==> src/hw/cps_pkg.sv <==
package cps_pkg;
  // sample timer figures
  localparam int unsigned CLK_HZ = 40_000_000;
  localparam int unsigned SAMPLE_ON_US = 2_000;
  localparam int unsigned SAMPLE_PERIOD_US = 125_000;
  localparam int unsigned SAMPLE_ON_CYC = SAMPLE_ON_US * (CLK_HZ / 1_000_000);
  localparam int unsigned SAMPLE_PERIOD_CYC =
    SAMPLE_PERIOD_US * (CLK_HZ / 1_000_000);
  // capacitor scaling: detect 10 s/uF, release 70 ms/uF, 0.1 uF part
  localparam int unsigned DET_MS_PER_UF = 10_000;
  localparam int unsigned REL_MS_PER_UF = 70;
  localparam int unsigned CAP_NF = 100;
  localparam int unsigned OV_DET_MS = DET_MS_PER_UF * CAP_NF / 1000;
  localparam int unsigned UV_DET_MS = DET_MS_PER_UF * CAP_NF / 1000;
  localparam int unsigned UV_REL_MS = REL_MS_PER_UF * CAP_NF / 1000;
  localparam int unsigned CYC_PER_MS = CLK_HZ / 1000;
  localparam int unsigned DLY_W = 32;
  localparam logic [DLY_W-1:0] OV_DET_CYC = DLY_W'(OV_DET_MS * CYC_PER_MS);
  localparam logic [DLY_W-1:0] UV_DET_CYC = DLY_W'(UV_DET_MS * CYC_PER_MS);
  localparam logic [DLY_W-1:0] UV_REL_CYC = DLY_W'(UV_REL_MS * CYC_PER_MS);
  // switch pin levels: high turns the fet off
  localparam logic SW_OFF = 1'b1;
  localparam logic SW_ON = 1'b0;
  localparam int unsigned NCELL = 4;

  typedef struct packed {
    logic [1:0] ov_thresh;
    logic [1:0] uv_thresh;
  } cps_cfg_s;

  typedef struct packed {
    logic charge_bit;
    logic discharge_bit;
  } cps_ctrl_s;

  typedef enum logic [4:0] {
    ST_NORMAL = 5'h01,
    ST_OV_WAIT = 5'h02,
    ST_OV_PROT = 5'h04,
    ST_UV_WAIT = 5'h08,
    ST_UV_SLEEP = 5'h10
  } cps_state_e;
endpackage

==> src/hw/cps_sequencer.sv <==
`timescale 1ns/1ps
// Overview of operation
// [RULE1] all analog selects low selects sampled checking
// [RULE2] checks enabled 2ms of every 125ms
// [RULE3] over-current checking never gated by sampler
// [RULE4] monitor mode makes voltage checks continuous
// [RULE5] over-charge past delay turns charge off
// [RULE6] over-charge entry leaves discharge untouched
// [RULE7] delay starts at crossing, rechecked at expiry
// [RULE8] charge bit stored, shown after protection ends
// [RULE9] discharge bit may change during over-charge
// [RULE10] release below threshold restores charge on
// [RULE11] two-bit over-charge threshold from config
// [RULE12] over-charge delay default 1.0s equivalent
// [RULE13] under-voltage past delay: discharge off, sleep
// [RULE14] two-bit over-discharge threshold from config
// [RULE15] wake, charge on, release delay, then discharge
// [RULE16] over-discharge 1.0s detect, 7ms release
// [RULE17] charge bit held back during over-charge, both bits during over-discharge
// [RULE18] delays are programmable cycle counts
module cps_sequencer #(
  parameter int unsigned NCELL = cps_pkg::NCELL,
  parameter int unsigned SAMPLE_ON_CYC = cps_pkg::SAMPLE_ON_CYC,
  parameter int unsigned SAMPLE_PERIOD_CYC = cps_pkg::SAMPLE_PERIOD_CYC,
  parameter logic [31:0] OV_DET_CYC = cps_pkg::OV_DET_CYC,
  parameter logic [31:0] UV_DET_CYC = cps_pkg::UV_DET_CYC,
  parameter logic [31:0] UV_REL_CYC = cps_pkg::UV_REL_CYC
) (
  input wire logic clk_i,
  input wire logic rst_i,
  input wire logic analog_select_bit2_i,
  input wire logic analog_select_bit1_i,
  input wire logic analog_select_bit0_i,
  input wire logic [NCELL-1:0] cell_over_i,
  input wire logic [NCELL-1:0] cell_ovr_below_i,
  input wire logic [NCELL-1:0] cell_under_i,
  input wire logic [NCELL-1:0] cell_uvr_above_i,
  input wire logic over_current_i,
  input wire logic wake_i,
  input wire logic config_write_cmd_i,
  input wire cps_pkg::cps_cfg_s cfg_i,
  input wire logic ctrl_write_i,
  input wire cps_pkg::cps_ctrl_s ctrl_i,
  input wire logic [31:0] ov_det_cyc_i,
  input wire logic [31:0] uv_det_cyc_i,
  input wire logic [31:0] uv_rel_cyc_i,
  input wire logic use_prog_dly_i,
  output cps_pkg::cps_cfg_s cfg_o,
  output logic sample_en_o,
  output logic oc_check_en_o,
  output logic charge_switch_ctrl_o,
  output logic discharge_switch_ctrl_o,
  output logic ov_prot_o,
  output logic uv_prot_o,
  output logic sleep_o
);
  localparam int unsigned PW = $clog2(SAMPLE_PERIOD_CYC + 1);

  cps_pkg::cps_state_e st_q, st_d;
  cps_pkg::cps_cfg_s cfg_q;
  cps_pkg::cps_ctrl_s bits_q;
  logic [PW-1:0] per_q;
  logic chg_q, dis_q;
  logic rel_ok_q;
  logic chg_d, dis_d, rel_ok_d;

  function automatic logic any_set(input logic [NCELL-1:0] v);
    any_set = |v;
  endfunction

  // sample window: first SAMPLE_ON_CYC counts of each period
  logic normal_sel, check_en, per_wrap;
  assign normal_sel = !analog_select_bit2_i && !analog_select_bit1_i &&
                      !analog_select_bit0_i; // RULE1
  assign per_wrap = (per_q == PW'(SAMPLE_PERIOD_CYC - 1));
  assign sample_en_o = per_q < PW'(SAMPLE_ON_CYC); // RULE2
  assign check_en = normal_sel ? sample_en_o : 1'b1; // RULE4
  assign oc_check_en_o = 1'b1; // RULE3

  always_ff @(posedge clk_i or posedge rst_i) begin
    if (rst_i) per_q <= '0;
    else per_q <= per_wrap ? '0 : per_q + PW'(1);
  end

  // config fields latched on the config write
  always_ff @(posedge clk_i or posedge rst_i) begin
    if (rst_i) cfg_q <= '0;
    else if (config_write_cmd_i) cfg_q <= cfg_i; // RULE11 RULE14
  end
  assign cfg_o = cfg_q;

  // control bits always stored; outputs decide when they show
  always_ff @(posedge clk_i or posedge rst_i) begin
    if (rst_i) bits_q <= '{charge_bit: 1'b1, discharge_bit: 1'b1};
    else if (ctrl_write_i) bits_q <= ctrl_i; // RULE8 RULE17
  end

  // stored bits mapped to pin levels; polarity lives in one place
  logic chg_bit_lvl, dis_bit_lvl;
  assign chg_bit_lvl = bits_q.charge_bit ? cps_pkg::SW_ON : cps_pkg::SW_OFF;
  assign dis_bit_lvl = bits_q.discharge_bit ? cps_pkg::SW_ON : cps_pkg::SW_OFF;

  // delay loads: programmable or default capacitor equivalents
  logic [31:0] ov_ld, uv_ld, rel_ld;
  assign ov_ld = use_prog_dly_i ? ov_det_cyc_i : OV_DET_CYC; // RULE18 RULE12
  assign uv_ld = use_prog_dly_i ? uv_det_cyc_i : UV_DET_CYC; // RULE16
  assign rel_ld = use_prog_dly_i ? uv_rel_cyc_i : UV_REL_CYC; // RULE16

  // over and under comparator results only start a delay inside the check window; release is not gated
  logic ov_seen, uv_seen, ov_done, uv_done, rel_done;
  logic ov_run, uv_run, rel_run;
  assign ov_seen = check_en && any_set(cell_over_i);
  assign uv_seen = check_en && any_set(cell_under_i);
  // timers keep running across closed windows; the result is rechecked
  assign ov_run = (st_q == cps_pkg::ST_OV_WAIT); // RULE7
  assign uv_run = (st_q == cps_pkg::ST_UV_WAIT);
  assign rel_run = (st_q == cps_pkg::ST_UV_SLEEP) && !sleep_o &&
                   chg_q == cps_pkg::SW_ON && &cell_uvr_above_i && !rel_ok_q;

  cps_delay_timer #(.W(32)) u_ov_tmr (
    .clk_i(clk_i), .rst_i(rst_i), .run_i(ov_run), .load_i(ov_ld),
    .done_o(ov_done)
  );
  cps_delay_timer #(.W(32)) u_uv_tmr (
    .clk_i(clk_i), .rst_i(rst_i), .run_i(uv_run), .load_i(uv_ld),
    .done_o(uv_done)
  );
  cps_delay_timer #(.W(32)) u_rel_tmr (
    .clk_i(clk_i), .rst_i(rst_i), .run_i(rel_run), .load_i(rel_ld),
    .done_o(rel_done)
  );

  // expiry recheck ignores the sample gate so a closed window cannot
  // silently drop a real over-voltage
  logic ov_still, uv_still;
  assign ov_still = any_set(cell_over_i);
  assign uv_still = any_set(cell_under_i);

  // sequencer state
  always_comb begin
    st_d = st_q;
    case (st_q)
      cps_pkg::ST_NORMAL: begin
        if (uv_seen) st_d = cps_pkg::ST_UV_WAIT; // RULE13
        else if (ov_seen) st_d = cps_pkg::ST_OV_WAIT; // RULE7
      end
      cps_pkg::ST_OV_WAIT: begin
        if (ov_done) begin
          st_d = ov_still ? cps_pkg::ST_OV_PROT : cps_pkg::ST_NORMAL; // RULE7
        end
      end
      cps_pkg::ST_OV_PROT: begin
        if (&cell_ovr_below_i) st_d = cps_pkg::ST_NORMAL; // RULE10
      end
      cps_pkg::ST_UV_WAIT: begin
        if (uv_done) begin
          st_d = uv_still ? cps_pkg::ST_UV_SLEEP : cps_pkg::ST_NORMAL;
        end
      end
      cps_pkg::ST_UV_SLEEP: begin
        if (rel_ok_q && dis_d == cps_pkg::SW_ON) st_d = cps_pkg::ST_NORMAL;
      end
      default: st_d = cps_pkg::ST_NORMAL;
    endcase
  end

  // sleep holds until wake; wake is the external vcc recovery
  logic sleep_q, sleep_d;
  assign sleep_d = (st_q == cps_pkg::ST_UV_WAIT && uv_done && uv_still) ?
                   1'b1 : (wake_i ? 1'b0 : sleep_q); // RULE13 RULE15
  assign sleep_o = sleep_q;

  // switch drive: bits pass through outside protection; the discharge bit also passes during over-charge
  logic in_sleep_st;
  assign in_sleep_st = (st_q == cps_pkg::ST_UV_SLEEP);
  always_comb begin
    chg_d = chg_q;
    dis_d = dis_q;
    rel_ok_d = rel_ok_q;
    case (st_q)
      cps_pkg::ST_OV_PROT: begin
        chg_d = cps_pkg::SW_OFF; // RULE5 RULE8
        dis_d = dis_bit_lvl; // RULE9
        // release edge keeps discharge; stored bits apply a cycle later
        if (&cell_ovr_below_i) begin
          chg_d = cps_pkg::SW_ON; // RULE10
          dis_d = dis_q;
        end
      end
      cps_pkg::ST_UV_SLEEP: begin
        rel_ok_d = rel_ok_q || rel_done;
        if (!sleep_o && ctrl_write_i && ctrl_i.charge_bit) begin
          chg_d = cps_pkg::SW_ON; // RULE15
        end
        if (!sleep_o && rel_ok_q && ctrl_write_i && ctrl_i.discharge_bit) begin
          dis_d = cps_pkg::SW_ON; // RULE15
        end
      end
      default: begin
        rel_ok_d = 1'b0;
        chg_d = chg_bit_lvl;
        dis_d = dis_bit_lvl;
      end
    endcase
    // entering protection: over-charge turns charge off, discharge untouched; over-discharge turns both off
    if (st_q == cps_pkg::ST_OV_WAIT && ov_done && ov_still) begin
      chg_d = cps_pkg::SW_OFF; // RULE5
      dis_d = dis_q; // RULE6
    end
    if (st_q == cps_pkg::ST_UV_WAIT && uv_done && uv_still) begin
      chg_d = cps_pkg::SW_OFF;
      dis_d = cps_pkg::SW_OFF; // RULE13
    end
  end

  always_ff @(posedge clk_i or posedge rst_i) begin
    if (rst_i) begin
      st_q <= cps_pkg::ST_NORMAL;
      chg_q <= cps_pkg::SW_ON;
      dis_q <= cps_pkg::SW_ON;
      rel_ok_q <= 1'b0;
      sleep_q <= 1'b0;
    end else begin
      st_q <= st_d;
      chg_q <= chg_d;
      dis_q <= dis_d;
      rel_ok_q <= rel_ok_d;
      sleep_q <= sleep_d;
    end
  end

  assign charge_switch_ctrl_o = chg_q;
  assign discharge_switch_ctrl_o = dis_q;
  assign ov_prot_o = (st_q == cps_pkg::ST_OV_PROT);
  assign uv_prot_o = in_sleep_st;

  // sample window gates the voltage checks in normal mode
  window_closed_a: assert property ( // RULE2
    @(posedge clk_i) disable iff (rst_i)
    normal_sel && !sample_en_o && st_q == cps_pkg::ST_NORMAL &&
    !any_set(cell_under_i) |=> st_q != cps_pkg::ST_OV_WAIT)
    else $error("over-charge check outside sample window");
  sample_open_a: assert property ( // RULE2
    @(posedge clk_i) disable iff (rst_i)
    per_wrap |=> sample_en_o && per_q == '0)
    else $error("sample window did not open at period start");

  // monitor mode ignores the sampler; over-current is never gated
  monitor_cont_a: assert property ( // RULE4
    @(posedge clk_i) disable iff (rst_i)
    !normal_sel && st_q == cps_pkg::ST_NORMAL && any_set(cell_over_i) &&
    !any_set(cell_under_i) |=> st_q == cps_pkg::ST_OV_WAIT)
    else $error("monitor mode did not check continuously");
  oc_always_a: assert property ( // RULE3
    @(posedge clk_i) disable iff (rst_i)
    oc_check_en_o)
    else $error("over-current check gated");

  // a seen crossing starts its delay; under-voltage wins a tie
  ov_start_a: assert property ( // RULE7
    @(posedge clk_i) disable iff (rst_i)
    st_q == cps_pkg::ST_NORMAL && ov_seen && !uv_seen |=>
    st_q == cps_pkg::ST_OV_WAIT)
    else $error("over-charge delay did not start");
  uv_start_a: assert property ( // RULE13
    @(posedge clk_i) disable iff (rst_i)
    st_q == cps_pkg::ST_NORMAL && uv_seen |=> st_q == cps_pkg::ST_UV_WAIT)
    else $error("over-discharge delay did not start");

  // over-charge entry: charge off, discharge left alone
  ov_entry_a: assert property ( // RULE5
    @(posedge clk_i) disable iff (rst_i)
    st_q == cps_pkg::ST_OV_WAIT && ov_done && ov_still |=>
    ov_prot_o && charge_switch_ctrl_o == cps_pkg::SW_OFF)
    else $error("over-charge entry failed");
  ov_dis_keep_a: assert property ( // RULE6
    @(posedge clk_i) disable iff (rst_i)
    st_q == cps_pkg::ST_OV_WAIT && ov_done && ov_still |=>
    $stable(discharge_switch_ctrl_o))
    else $error("discharge changed on over-charge entry");
  ov_recheck_a: assert property ( // RULE7
    @(posedge clk_i) disable iff (rst_i)
    st_q == cps_pkg::ST_OV_WAIT && ov_done && !ov_still |=> !ov_prot_o)
    else $error("protection entered without recheck");

  // during protection the charge bit is stored but not shown
  ov_hold_a: assert property ( // RULE8
    @(posedge clk_i) disable iff (rst_i)
    ov_prot_o && $past(ov_prot_o) |->
    charge_switch_ctrl_o == cps_pkg::SW_OFF)
    else $error("charge output leaked during protection");
  bits_store_a: assert property ( // RULE17
    @(posedge clk_i) disable iff (rst_i)
    ctrl_write_i |=> bits_q == $past(ctrl_i))
    else $error("control bits not stored");
  ov_dis_follow_a: assert property ( // RULE9
    @(posedge clk_i) disable iff (rst_i)
    ov_prot_o && $past(ov_prot_o) && $stable(bits_q) |->
    discharge_switch_ctrl_o == dis_bit_lvl)
    else $error("discharge bit not applied during over-charge");

  // release: charge back on, discharge unchanged on that edge
  ov_release_a: assert property ( // RULE10
    @(posedge clk_i) disable iff (rst_i)
    ov_prot_o && &cell_ovr_below_i |=> !ov_prot_o &&
    charge_switch_ctrl_o == cps_pkg::SW_ON &&
    $stable(discharge_switch_ctrl_o))
    else $error("over-charge release failed");

  // over-discharge: both off, asleep until wake, strict recovery order
  uv_entry_a: assert property ( // RULE13
    @(posedge clk_i) disable iff (rst_i)
    st_q == cps_pkg::ST_UV_WAIT && uv_done && uv_still |=>
    sleep_o && discharge_switch_ctrl_o == cps_pkg::SW_OFF)
    else $error("over-discharge entry failed");
  sleep_hold_a: assert property ( // RULE13
    @(posedge clk_i) disable iff (rst_i)
    sleep_o && !wake_i |=> sleep_o)
    else $error("sleep left without wake");
  chg_sleep_a: assert property ( // RULE15
    @(posedge clk_i) disable iff (rst_i)
    uv_prot_o && sleep_o |=> charge_switch_ctrl_o == cps_pkg::SW_OFF)
    else $error("charge switched on while asleep");
  uv_order_a: assert property ( // RULE15
    @(posedge clk_i) disable iff (rst_i)
    uv_prot_o && !rel_ok_q |=> discharge_switch_ctrl_o == cps_pkg::SW_OFF)
    else $error("discharge re-enabled out of order");

  // thresholds move only on a config write
  cfg_load_a: assert property ( // RULE11
    @(posedge clk_i) disable iff (rst_i)
    config_write_cmd_i |=> cfg_o == $past(cfg_i))
    else $error("config write not latched");
  cfg_keep_a: assert property ( // RULE14
    @(posedge clk_i) disable iff (rst_i)
    !config_write_cmd_i |=> $stable(cfg_o))
    else $error("thresholds changed without config write");

  // main scenarios worth seeing at least once
  ov_prot_c: cover property (@(posedge clk_i) disable iff (rst_i)
    ov_prot_o ##1 !ov_prot_o);
  ov_drop_c: cover property (@(posedge clk_i) disable iff (rst_i)
    st_q == cps_pkg::ST_OV_WAIT && ov_done && !ov_still);
  uv_sleep_c: cover property (@(posedge clk_i) disable iff (rst_i)
    sleep_o ##1 !sleep_o);
  uv_return_c: cover property (@(posedge clk_i) disable iff (rst_i)
    uv_prot_o ##1 !uv_prot_o);
  window_c: cover property (@(posedge clk_i) disable iff (rst_i)
    sample_en_o ##1 !sample_en_o);
endmodule // cps_sequencer

==> src/hw/cps_delay_timer.sv <==
`timescale 1ns/1ps
// delay counter: done rises once run has stood high for load cycles
module cps_delay_timer #(
  parameter int unsigned W = 32
) (
  input wire logic clk_i,
  input wire logic rst_i,
  input wire logic run_i,
  input wire logic [W-1:0] load_i,
  output logic done_o
);
  logic [W-1:0] cnt_q;
  logic [W-1:0] cnt_d;
  logic hit;

  // restart from zero whenever run drops
  assign hit = run_i && (cnt_q >= load_i - W'(1));
  assign cnt_d = !run_i ? '0 : (hit ? cnt_q : cnt_q + W'(1));
  assign done_o = hit;

  always_ff @(posedge clk_i or posedge rst_i) begin
    if (rst_i) cnt_q <= '0;
    else cnt_q <= cnt_d;
  end
endmodule // cps_delay_timer

==> config.mk <==
export PLATFORM = sky130hd
export DESIGN_NAME = cps_sequencer
export DESIGN_NICKNAME = d
export VERILOG_FILES = /design/src/hw/cps_pkg.sv /design/src/hw/cps_sequencer.sv /design/src/hw/cps_delay_timer.sv
export SDC_FILE = /design/constraint.sdc
export NUM_CORES = 1
export LEC_CHECK = 0
export BUFFER_PORTS_ARGS = -buffer_cell sky130_fd_sc_hd__buf_2
export CELL_PAD_IN_SITES_DETAIL_PLACEMENT = 1
export CELL_PAD_IN_SITES_GLOBAL_PLACEMENT = 2
export CORE_MARGIN = 3
export CORE_UTILIZATION = 33
export DETAILED_ROUTE_END_ITERATION = 7
export GPL_ROUTABILITY_DRIVEN = 0
export PLACE_DENSITY = 0.74
export SYNTH_ARGS = -nofsm -noshare
export SYNTH_HDL_FRONTEND = slang
export SYNTH_HIERARCHICAL = 1
export SYNTH_SLANG_ARGS = --single-unit
==> constraint.sdc <==
create_clock -name clk_i -period 2.9 [get_ports clk_i]
set_input_delay 0.29 -clock clk_i [delete_from_list [all_inputs] [get_ports clk_i]]
set_output_delay 0.29 -clock clk_i [all_outputs]
set_load 0.005 [all_outputs]
==> results.yml <==
detailed_routing:
  drt_iter0_drc: 530
  vias: 12140
  routed_wl_um: 41950
  dr.pass1.iters: 5
  drc_errors: 0
  wl_per_cell_um: 18.66
  vias_per_cell: 5.400
  route.antenna.remaining_nets: 0
die:
  dieHeight_um: 195.8
  rows: 68
  initial_core_util: 0.3391
  num_io_pins: 139
  die_width_um: 195.8
  fp.dieArea_sq_um: 38330
  coreArea_sq_um: 35050
synthesis:
  synth_top_family_by_area: "simple AND/OR/NAND/NOR gates"
  synth.distinct_cells: 85
  synth_compound_area_frac: 0.1268
  ys.flop_type: "dfrtp_1"
  async_flop_share: 1.000
  syn-instance-count: 1395
  synthesis.area_sq_um: 11890
  synth_edf_count: 0
  synth_area_leaders: "dfrtp_1 28%, ha_1 11%, xnor2_1 4.9%"
  synth_top_area_cell: "dfrtp_1"
  ys_warn_count: 6
  synth_top_area_frac: 0.2758
  synthMuxAreaShare: 0.02821
  synth_xor_area_frac: 0.08180
  syn_nets: 1626
  synth-simple-area-share: 0.3376
  ys_ff_latch: 134
  postSynthAreaPerCell_sq_um: 8.520
  synthAdderAreaFrac: 0.1084
  ys_seq_area_frac: 0.2825
worst_setup_path:
  path_class: "in -> reg"
  required_ns: 3.17
  slowest_stage: "or4_4"
  end_kind: "flop"
  timing.critical_path.mode_cell: "buf_12"
  worst_ep_arrival_time_ns: 4.64
  cp-start-kind: "primary input"
  timing.rr.end: "u_rel_tmr/cnt_q[18]"
  crit-reg2reg-launch: "u_rel_tmr/cnt_q[0]"
  critPathMaxStageDelay_ns: 0.48
  endpoint: "u_ov_tmr/cnt_q[16]"
  path_cells: "buf_12 > buf_12 > and2_4 > or4_4 > or4_4 > or3_4 > or2_4 > nor4b_4 > xnor2_1 > ha_1 > nand4_1 > nor3_4 > o2111ai_2 > a311oi_4 > buf_4 > buf_8 > buf_12 > or4_1 > a21oi_1"
  reg2reg_slack_ns: -0.15
  critPathLaunch: "use_prog_dly_i"
  reg2reg_depth: 11
  critPathMaxFanout: 8
timing:
  setup_viol: 105
  period_needed_ns: 4.378
  finalMaxSlewViolations: 0
  tns_ns: -126.82
  clock.fmax_mhz: 228.4
  fin_skew_ns: 0.01458
  whs_ns: 0.05959
  tightestPinTransition_ns: 1.088
  period_share: 1.510
  worst_slack_ns: -1.478
  worst_slew_margin_rel: 0.2738
  rsz0062_at_grt: "yes"
  final_hold_viol_count: 0
clock_network:
  tritoncts: "yes"
  cts_sinks: 134
  cts_buffers: 17
  clockRootBuffer: "clkbuf_16"
  clk_pin_slew_ns: 0.06
  clk_latency_ns: 0.44
  htreeDepth: 4
  clockBufferDepth: 2
flow_run:
  drv_cap: 0
final_layout:
  n_fill_cell: 4101
  syn2layout_area_growth_pct: 44.55
  nets: 2011
  utilization: 0.4901
  regArea_sq_um: 3357
  design_area_sq_um: 17180
  drive_above_1_share: 0.3642
  multi_input_area_sq_um: 9246
  num_antenna_cells: 0
placed_design:
  io_buffers: 136
  detailed_place_hpwl_um: 30010
  dp_slack_ns: -1.922
  dpl_cell_area_sq_um: 15060
global_route:
  grt_util_met3: 0.02731
  antenna_found_initial: 0
  track_usage: 0.2106
  grt_pass1_wl_um: 66360
  overflow: 0
  grt-busiest-layer: "met2"
  grtUsageMet1: 0.2656
  grt_pass1_vias: 12850
  grt_max_degree: 33
  grt_util_met2: 0.3805
min_path:
  hold_class: "in -> reg"
power:
  powerDensity_nw_per_um2: 323.3
  power.leakage_nw: 7.160
  vdd_drop_max_uv: 359.3
status:
  failed_checks: "setup timing"
  outcome: "finished, violations left"
-- cell usage in the layout, fill, tap and decap left out, drive strengths merged, types with 9 or more instances in the layout --
master	n
a21o	9
a21oi	93
and2	78
and3	16
and4	15
buf	416
clkbuf	26
clkinv	9
dfrtp	131
ha	103
inv	35
mux2i	29
nand2	135
nand2b	53
nand3	58
nand3b	13
nand4	45
nor2	80
nor3	42
nor4	38
o21a	9
o21ai	38
o31ai	42
or3	32
or4	50
xnor2	66
xor2	45
-- registers in the layout, summed over array words and instances, names as in the netlist --
name                     cells
bits_q                       2
cfg_o                        4
charge_switch_ctrl_o         1
discharge_switch_ctrl_o      1
per_q                       23
rel_ok_q                     1
sleep_o                      1
st_q                         5
u_ov_tmr/cnt_q              32
u_rel_tmr/cnt_q             32
u_uv_tmr/cnt_q              32
-- layout make-up --
cell class	count	share of cell area
sequential	134	0.1954
inverter	37	0.008084
clock inverter	11	0.01012
clock buffer	21	0.02680
timing repair buffer	422	0.1883
tap	455	0.03314
multi-input combinational	1168	0.5382
-- kinds of logic (layout without fill, tap and decap cells) --
logic type,Yosys count,in the layout
DFF,134,134
and+or+nand+nor,688,690
buffers and inverters,95,491
muxes,33,33
AOI/OAI and AO/OA,230,230
other,1,1
adders and majority gates,103,103
xor gates and xnor gates,111,111
-- synth_stat cells, drive strengths merged, types with 13 or more instances --
cell	number
nor3	42
nand2	135
dfrtp	131
nand2b	53
o21ai	38
xnor2	66
and4	15
nor4	38
o31ai	42
nand3b	13
and3	16
a21oi	93
inv	35
nand4	45
ha	103
mux2i	29
buf	18
nand3	57
or4	50
and2	78
xor2	45
nor2	80
clkbuf	40
or3	32
-- worst min path at each step --
| stage | start | to | slack (ns) | cells past startpoint |
|---|---|---|---|---|
| 2_1_floorplan | ctrl_write_i | bits_q[0] | 0.35 | 1 |
| 3_3_place_gp | rst_i | rel_ok_q | 0.29 | 2 |
| 3_5_place_dp | rst_i | sleep_o | 0.29 | 2 |
| 4_1_cts | wake_i | sleep_o | 0.03 | 2 |
| 5_1_grt | wake_i | sleep_o | 0.05 | 2 |
| 6_report | wake_i | sleep_o | 0.06 | 2 |
-- power breakdown --
part | switching [mW] | internal, mW
sequential | 0.0393 | 1.92
combinational | 0.666 | 0.551
clock | 0.893 | 1.49
total | 1.60 | 3.96
-- timing repair --
item	4_1_cts	5_1_grt
hold endpoints to repair	6	0
resized for setup	107	90
gates cloned	9	4
endpoints found under the setup margin	105	105
setup buffers	28	12
pin swaps	27	54
hold buffers	1	0
-- routing by layer --
| metal | share of wire | wire length, um | up-vias |
|---|---|---|---|
| met5 | 0 | 0 | - |
| met4 | 0.015 | 643 | 0 |
| met3 | 0.026 | 1079 | 39 |
| met2 | 0.52 | 21930 | 178 |
| met1 | 0.44 | 18290 | 6025 |
| li1 | - | - | 5898 |
-- critical path, delay by kind of cell --
| family | cells | cell delay, ns |
|---|---|---|
| simple gates | 9 | 2.48 |
| xor+xnor | 1 | 0.10 |
| compound gates | 3 | 0.67 |
| buf+inv | 5 | 0.72 |
| fa+ha+maj | 1 | 0.36 |
-- stage by stage --
stage               power [mW]  std cells
floorplan                2.678       1395
global placement         3.102       2166
detailed placement       3.147       2166
CTS                      5.601       2234
global route             5.849       2248
finish                   5.554       2248
(Power assumes the default switching activity.)
